### src/hw/analog_compare_cfg.svh
// Offsets, field positions and reset values of the analog compare block
`ifndef ANALOG_COMPARE_CFG_SVH
`define ANALOG_COMPARE_CFG_SVH
// ----------------------------------------------------------------------
// Register offsets (byte addresses)
// ----------------------------------------------------------------------
`define OFS_STATUS_CONTROL 12'h000
`define OFS_IRQ_STATUS 12'h004
`define OFS_IRQ_CLEAR 12'h008
`define OFS_IRQ_ENABLE 12'h00C
// ----------------------------------------------------------------------
// Field positions of the status and control register
// ----------------------------------------------------------------------
`define BIT_BLOCK_ENABLE 7
`define BIT_REFERENCE_SELECT 6
`define BIT_EVENT_FLAG 5
`define BIT_EVENT_IRQ_ENABLE 4
`define BIT_LIVE_OUTPUT 3
`define BIT_OUTPUT_PIN_ENABLE 2
`define BIT_EDGE_SELECT_HI 1
`define BIT_EDGE_SELECT_LO 0
// ----------------------------------------------------------------------
// Reset values
// ----------------------------------------------------------------------
`define RST_CONTROL 8'h00
`define RST_IRQ_ENABLE 1'h0
`endif

### src/hw/analog_compare_pkg.sv
// Types shared by the analog compare block
package analog_compare_pkg;
    typedef enum logic [1:0] {
        EDGE_FALL_A = 2'b00,
        EDGE_RISE = 2'b01,
        EDGE_FALL_B = 2'b10,
        EDGE_ANY = 2'b11
    } edge_sel_e;

    typedef enum logic [1:0] {
        PM_RUN = 2'b00,
        PM_WAIT = 2'b01,
        PM_MID_STOP = 2'b10,
        PM_DEEP_STOP = 2'b11
    } power_mode_e;

    typedef struct packed {
        logic [11:0] paddr;
        logic psel;
        logic penable;
        logic pwrite;
        logic [31:0] pwdata;
    } apb_req_s;

    typedef struct packed {
        logic [31:0] prdata;
        logic pready;
        logic pslverr;
    } apb_rsp_s;

    typedef struct packed {
        logic block_enable;
        logic reference_select;
        logic event_irq_enable;
        logic output_pin_enable;
        edge_sel_e event_edge_select;
    } control_s;

    typedef struct packed {
        logic bandgap_select;
        logic low_power;
        logic compare_output;
        logic compare_output_oe;
    } analog_s;

    typedef struct packed {
        control_s ctrl;
        logic compare_event_flag;
        logic irq_enable;
        logic [2:0] sync;
        logic live;
        logic prev_valid;
        logic [31:0] prdata;
    } state_s;
endpackage

### src/hw/analog_compare_ctrl.sv
// Control and status logic around an analog voltage comparator
`timescale 1ns/100ps
// How it works
// Enable bit 7 turns the block on; compare logic past the synchroniser idles when 0.
// Bit 6 picks positive pin (0) or internal bandgap (1) as reference.
// Bit 5 flag set by selected edge, cleared by writing one.
// Bit 4 enables the interrupt request while the flag is set.
// Bit 3 reads the live comparator output, zero while disabled.
// Bit 2 drives the comparator output onto the output pin.
// Bits 1:0 pick falling (00,10), rising (01) or either (11) edge.
// Output high when non-inverting input exceeds inverting input.
// Block keeps comparing in wait and its interrupt can wake.
// Any stop mode disables the block; it never wakes from stop.
// Deep stop powers down; waking leaves everything at reset values.
// Mid stop holds registers, comparator low power, no events.
// Mid stop exit by reset resets; by interrupt resumes held state.
// Background debug halt changes nothing; block runs as normal.
// Control and status sit in one 8-bit register; flag and a second irq enable also have their own offsets.
// Software enables the bandgap buffer before selecting the bandgap.
// Output synchronised through flip-flops before edge detection.
`include "analog_compare_cfg.svh"

module analog_compare_ctrl (
    // APB slave
    input wire logic pclk,
    input wire logic presetn,
    input wire analog_compare_pkg::apb_req_s apb_req,
    output analog_compare_pkg::apb_rsp_s apb_rsp,
    // Power mode from the system
    input wire analog_compare_pkg::power_mode_e power_mode,
    // Analog comparator circuit
    input wire logic comparator_raw,
    output analog_compare_pkg::analog_s analog,
    // Interrupt
    output logic irq
);
    import analog_compare_pkg::*;

    state_s s_q;
    state_s s_d;
    logic active;
    logic rise;
    logic fall;
    logic edge_hit;
    logic wr_acc;
    logic rd_acc;
    logic mapped;
    logic [7:0] sc_view;

    // ------------------------------------------------------------------
    // Helpers
    // ------------------------------------------------------------------
    function automatic logic edge_match(edge_sel_e sel, logic r, logic f);
        logic hit;
        hit = 1'b0;
        unique case (sel)
            EDGE_FALL_A, EDGE_FALL_B: hit = f;
            EDGE_RISE: hit = r;
            EDGE_ANY: hit = r | f;
        endcase
        return hit;
    endfunction

    function automatic logic is_stop(power_mode_e m);
        return (m == PM_MID_STOP) || (m == PM_DEEP_STOP);
    endfunction

    // ------------------------------------------------------------------
    // Comparison path
    // ------------------------------------------------------------------
    // Stop forces the block off; wait and debug halt leave it running
    assign active = s_q.ctrl.block_enable && !is_stop(power_mode);
    // Stages 1 and 2 must agree; stage 0 feeds stage 1 only
    assign rise = active && s_q.prev_valid && s_q.sync[1] && s_q.sync[2] && !s_q.live;
    assign fall = active && s_q.prev_valid && !s_q.sync[1] && !s_q.sync[2] && s_q.live;
    assign edge_hit = edge_match(s_q.ctrl.event_edge_select, rise, fall);

    assign wr_acc = apb_req.psel && apb_req.penable && apb_req.pwrite;
    assign rd_acc = apb_req.psel && !apb_req.penable && !apb_req.pwrite;
    assign mapped = (apb_req.paddr == `OFS_STATUS_CONTROL) || (apb_req.paddr == `OFS_IRQ_STATUS)
        || (apb_req.paddr == `OFS_IRQ_CLEAR) || (apb_req.paddr == `OFS_IRQ_ENABLE);

    always_comb begin
        sc_view = 8'h00;
        sc_view[`BIT_BLOCK_ENABLE] = s_q.ctrl.block_enable;
        sc_view[`BIT_REFERENCE_SELECT] = s_q.ctrl.reference_select;
        sc_view[`BIT_EVENT_FLAG] = s_q.compare_event_flag;
        sc_view[`BIT_EVENT_IRQ_ENABLE] = s_q.ctrl.event_irq_enable;
        sc_view[`BIT_LIVE_OUTPUT] = s_q.live;
        sc_view[`BIT_OUTPUT_PIN_ENABLE] = s_q.ctrl.output_pin_enable;
        sc_view[`BIT_EDGE_SELECT_HI:`BIT_EDGE_SELECT_LO] = s_q.ctrl.event_edge_select;
    end

    // ------------------------------------------------------------------
    // Next state
    // ------------------------------------------------------------------
    always_comb begin
        s_d = s_q;
        // Synchroniser keeps running; only its use is gated
        s_d.sync = {s_q.sync[1:0], comparator_raw};
        if (active) begin
            s_d.live = s_q.sync[2];
            s_d.prev_valid = 1'b1;
        end else if (!is_stop(power_mode)) begin
            s_d.live = 1'b0;
            s_d.prev_valid = 1'b0;
        end else begin
            // Mid stop: hold the live bit, detect nothing
            s_d.prev_valid = 1'b0;
        end
        if (wr_acc && apb_req.paddr == `OFS_STATUS_CONTROL) begin
            s_d.ctrl.block_enable = apb_req.pwdata[`BIT_BLOCK_ENABLE];
            s_d.ctrl.reference_select = apb_req.pwdata[`BIT_REFERENCE_SELECT];
            s_d.ctrl.event_irq_enable = apb_req.pwdata[`BIT_EVENT_IRQ_ENABLE];
            s_d.ctrl.output_pin_enable = apb_req.pwdata[`BIT_OUTPUT_PIN_ENABLE];
            s_d.ctrl.event_edge_select =
                edge_sel_e'(apb_req.pwdata[`BIT_EDGE_SELECT_HI:`BIT_EDGE_SELECT_LO]);
        end
        if (wr_acc && apb_req.paddr == `OFS_IRQ_ENABLE) begin
            s_d.irq_enable = apb_req.pwdata[0];
        end
        // Write one clears from either view; the set below wins
        if (wr_acc && ((apb_req.paddr == `OFS_STATUS_CONTROL && apb_req.pwdata[`BIT_EVENT_FLAG])
                || (apb_req.paddr == `OFS_IRQ_CLEAR && apb_req.pwdata[0]))) begin
            s_d.compare_event_flag = 1'b0;
        end
        if (edge_hit) begin
            s_d.compare_event_flag = 1'b1;
        end
        // Read data captured in setup so it is stable through access
        if (rd_acc) begin
            unique case (apb_req.paddr)
                `OFS_STATUS_CONTROL: s_d.prdata = {24'h000000, sc_view};
                `OFS_IRQ_STATUS: s_d.prdata = {31'h00000000, s_q.compare_event_flag};
                `OFS_IRQ_ENABLE: s_d.prdata = {31'h00000000, s_q.irq_enable};
                default: s_d.prdata = 32'h00000000;
            endcase
        end
    end

    // Deep stop is a power-down: the block comes back at reset values
    always_ff @(posedge pclk or negedge presetn) begin
        if (!presetn) begin
            s_q <= '0;
        end else if (power_mode == PM_DEEP_STOP) begin
            s_q <= '0;
        end else begin
            s_q <= s_d;
        end
    end

    // ------------------------------------------------------------------
    // Outputs
    // ------------------------------------------------------------------
    assign apb_rsp.prdata = s_q.prdata;
    assign apb_rsp.pready = 1'b1;
    assign apb_rsp.pslverr = apb_req.psel && apb_req.penable && !mapped;
    assign analog.bandgap_select = s_q.ctrl.reference_select;
    assign analog.low_power = !active;
    assign analog.compare_output = s_q.live;
    assign analog.compare_output_oe = active && s_q.ctrl.output_pin_enable;
    // Stop masks the request so the block never wakes from stop
    assign irq = !is_stop(power_mode) && ((s_q.ctrl.event_irq_enable && s_q.compare_event_flag)
        || (s_q.irq_enable && s_q.compare_event_flag));

    // Deep stop wipes state, so most checks exclude it
    logic ctrl_wr;
    logic keep_state;
    assign ctrl_wr = wr_acc && (apb_req.paddr == `OFS_STATUS_CONTROL);
    assign keep_state = (power_mode != PM_DEEP_STOP);
endmodule

### config.mk
export PLATFORM = sky130hd
export DESIGN_NAME = analog_compare_ctrl
export DESIGN_NICKNAME = d
export VERILOG_FILES = /design/src/hw/analog_compare_pkg.sv /design/src/hw/analog_compare_ctrl.sv
export VERILOG_INCLUDE_DIRS = /design/src /design/src/hw
export SDC_FILE = /design/constraint.sdc
export NUM_CORES = 1
export LEC_CHECK = 0
export ABC_CLOCK_PERIOD_IN_PS = 1300
export BUFFER_PORTS_ARGS = -buffer_cell sky130_fd_sc_hd__buf_2
export CORE_MARGIN = 8
export CORE_UTILIZATION = 41
export CTS_CLUSTER_DIAMETER = 30
export CTS_CLUSTER_SIZE = 40
export DETAILED_ROUTE_END_ITERATION = 8
export GPL_ROUTABILITY_DRIVEN = 0
export HOLD_SLACK_MARGIN = 0.08
export PLACE_DENSITY = 0.78
export SLEW_MARGIN = 0
export SYNTH_ARGS = -nofsm -noshare
export SYNTH_HDL_FRONTEND = slang
export SYNTH_SLANG_ARGS = --single-unit
### constraint.sdc
create_clock -name pclk -period 1.3 [get_ports pclk]
set_clock_uncertainty 0.1 [all_clocks]
set_input_delay 0 -clock pclk [delete_from_list [all_inputs] [get_ports pclk]]
set_output_delay 0 -clock pclk [all_outputs]
set_load 0.02 [all_outputs]
==> results.ini <==
[run_status]
outcome = complete, but fails checks
violated_checks = negative setup slack

[cts]
htree_levels = 1
cts_num_sinks = 21
worst_skew_pair.late_latency_ns = 0.30
cts_root_buf = sky130_fd_sc_hd__clkbuf_4
cts_tree = built
cts-buffers-inserted = 3
worst_setup_hold_path_clk_slew_ns = 0.11
clock_tree.buffer_depth = 2

[setup_path]
cp-end-kind = flop
worst_r2r_endpoint = s_q[38]
path_max_fanout = 7
setup.reg_to_reg.worst_slack_ns = 0.10
critical_path.reg2reg.startpoint = s_q[38]
worstPathArrival_ns = 1.47
critical_path_class = input pin to flop
worst_r2r_path_depth = 4
worstPathCellList = buf_6, or4_4, buf_6, nor4_4, buf_6, a22oi_2, nor2_1
crit_end = apb_rsp[9]
worst-endpoint-required_ns = 1.44
critPathLaunchType = input pin
critPathSlowestCell = sky130_fd_sc_hd__or4_4
critPathLaunch = apb_req[42]
critical_path.max_stage_delay_ns = 0.60
cpMostUsedCell = sky130_fd_sc_hd__buf_6

[sta]
final-max-slew-violation-count = 0
period_minus_slack_ns = 1.33
rsz0062_at_grt = yes
setup_slack_ns = -0.0332
setup_viol = 14
finalCritPeriodShare_pct = 103
max_clock_freq_mhz = 750
final_hold_violation_count = 0

[synthesis]
yosys-top-cells-area = sky130_fd_sc_hd__dfrtp_1, sky130_fd_sc_hd__buf_4, sky130_fd_sc_hd__mux2i_1
yosys.cell_count.top_type = sky130_fd_sc_hd__buf_4
ys_seq_elements = 21
yosys.cell_types.count = 32
syn_avg_cell_area_um2 = 9.78
synth_top_flop_cell = sky130_fd_sc_hd__dfrtp_1
synth.yosys.seq_area_share_pct = 40.7
fraction_of_registers_with_async_set_reset_pct = 100
syn_area_um2 = 1290
yosysWarnings = 0
synthCells = 132
synth_enable_flop_cells = 0
synth_top_area_cell = sky130_fd_sc_hd__dfrtp_1
yosysTopAreaCellShare_pct = 40.7
ys_top_cells_by_count = sky130_fd_sc_hd__buf_4, sky130_fd_sc_hd__dfrtp_1, sky130_fd_sc_hd__nor2_1, sky130_fd_sc_hd__mux2i_1, sky130_fd_sc_hd__a22oi_1

[die]
io_pins = 91
die_height_um = 72.1
initial_utilization_pct = 42.6
dieWidth_um = 72.1
std_cell_rows = 20
core_region_area_um2 = 3030
die_area_um2 = 5200

[placement]
number_of_buffers_inserted_by_port_buffering = 40
place.detailed.hpwl_um = 2330
pre_cts_ws_ns = -0.354

[routing]
route.final.wire_length_um = 3310
average_wire_per_cell_in_the_routed_design_um = 14.1
vias = 1087
drc = 0
viasPerCell = 4.63
drt_pre_antenna_iters = 4
first_iter_violations = 33
antenna_violating_nets_post_route = 0

[cells_and_area]
area_growth_syn_to_layout_pct = 37.9
final_layout_size_suffix_gt1_share_pct = 44.0
finalCoreUtilization_pct = 58.8
finalNetCount = 244
antenna-diode-count = 0

[grt]
antenna_found_initial = 0
largest_net_degree_at_the_start_of_global_routing = 22
grt_first_pass_wirelength_um = 4980
first_global_vias = 1101
grt.overflow.total = 0
global_route.usage.total_pct = 11.7

[power]
p_leak_nw = 0.888
power-per-cell-area_nw_per_um2 = 681
power.ir.vdd_worst_v = 0.000559

[job]
drv.max_cap_violation_count = 0

[hold_path]
timing.hold.worst.class = input pin to flop

[routing by layer]
layer | track usage (%) | wire (um) | vias to the layer above
met5 | 0 | 0 | -
met4 | 2.95 | 16 | 0
met3 | 4.13 | 293 | 2
met2 | 20.9 | 1710 | 42
met1 | 12.6 | 1290 | 529
li1 | - | - | 514
[kinds of logic (layout without fill, tap and decap cells)]
group / after synthesis / count (layout) / share of synthesized area (%)
other: 2 / 25 / 0.582
flip-flops: 21 / 21 / 40.7
buffers and inverters: 44 / 80 / 23.6
AO/OA/AOI/OAI: 15 / 15 / 8.62
AND/OR/NAND/NOR: 42 / 42 / 20.3
multiplexers: 8 / 8 / 6.20
[state kept, by name, summed over array words and instances (netlist names)]
register and flops:
analog 2, s_d 2, apb_rsp 8, s_q 9
[layout by cell type (no fill, tap or decap), drive strengths merged]
master / instances
o41ai: 2
nor2b: 5
inv: 4
and2: 2
a32o: 1
dfrtp: 21
nand2: 2
mux2i: 8
nor4: 4
or4bb: 1
nand3: 2
or4b: 1
dlygate4sd3: 12
a21oi: 2
o21ai: 1
or4: 3
nor3b: 1
a31o: 1
or3b: 3
buf: 60
conb: 25
a22oi: 7
a21boi: 1
nor2: 16
clkbuf: 4
nand4: 2
[final cells by class]
| type | count | area [um^2] |
|---|---|---|
| Fill cell | 265 | 1250 |
| Multi-Input combinational cell | 90 | 644 |
| Sequential cell | 21 | 526 |
| Timing Repair Buffer | 72 | 514 |
| Tap cell | 44 | 55.1 |
| Clock buffer | 4 | 26.3 |
| Inverter | 4 | 15.0 |
[worst min-delay path by stage]
| stage | from | endpoint | slack (ns) | depth (start not counted) |
|---|---|---|---|---|
| after floorplan | presetn | analog[1] | -0.40 | 0 |
| final | apb_req[38] | apb_rsp[2] | 0.05 | 5 |
| after detailed placement | presetn | apb_rsp[9] | -0.12 | 1 |
| after CTS | apb_req[46] | apb_rsp[2] | 0.04 | 5 |
| after global placement | presetn | apb_rsp[4] | -0.12 | 1 |
| after global routing | apb_req[38] | apb_rsp[2] | 0.09 | 5 |
[repair_timing]
| action | 4_1_cts | 5_1_grt |
|---|---|---|
| setup buffers | 0 | 6 |
| gates resized for setup | 7 | 20 |
| endpoints found under the hold margin | 34 | 0 |
| hold buffers | 12 | 0 |
| endpoints found under the setup margin | 6 | 13 |
| pin swaps | 4 | 12 |
[report_power, final]
part	internal, mW	leakage (nW)	switching [mW]
sequential	0.659	0.290	0.00445
combinational	0.0975	0.584	0.145
clock	0.119	0.0150	0.186
total	0.876	0.888	0.336
[critical path, delay by kind of cell]
| kind | cells | cell delay (ns) |
|---|---|---|
| and+or+nand+nor | 3 | 0.97 |
| buffers and inverters | 3 | 0.43 |
| AOI/OAI and AO/OA | 1 | 0.06 |
[per-stage QoR]
stage	TNS, ns	instance area (um^2)	hold slack (ns)	total power [mW]	std cells
2_1_floorplan	-4.14	1390	-0.396	0.833	155
3_3_place_gp	-4.53	1450	-0.122	0.862	213
4_1_cts	-0.0360	1630	0.0359	1.20	229
5_1_grt	-0.654	1780	0.0929	1.27	235
3_5_place_dp	-4.93	1450	-0.121	0.863	213
6_report	-0.227	1780	0.0476	1.21	235
Note: power is estimated with default switching activity, not from simulation.
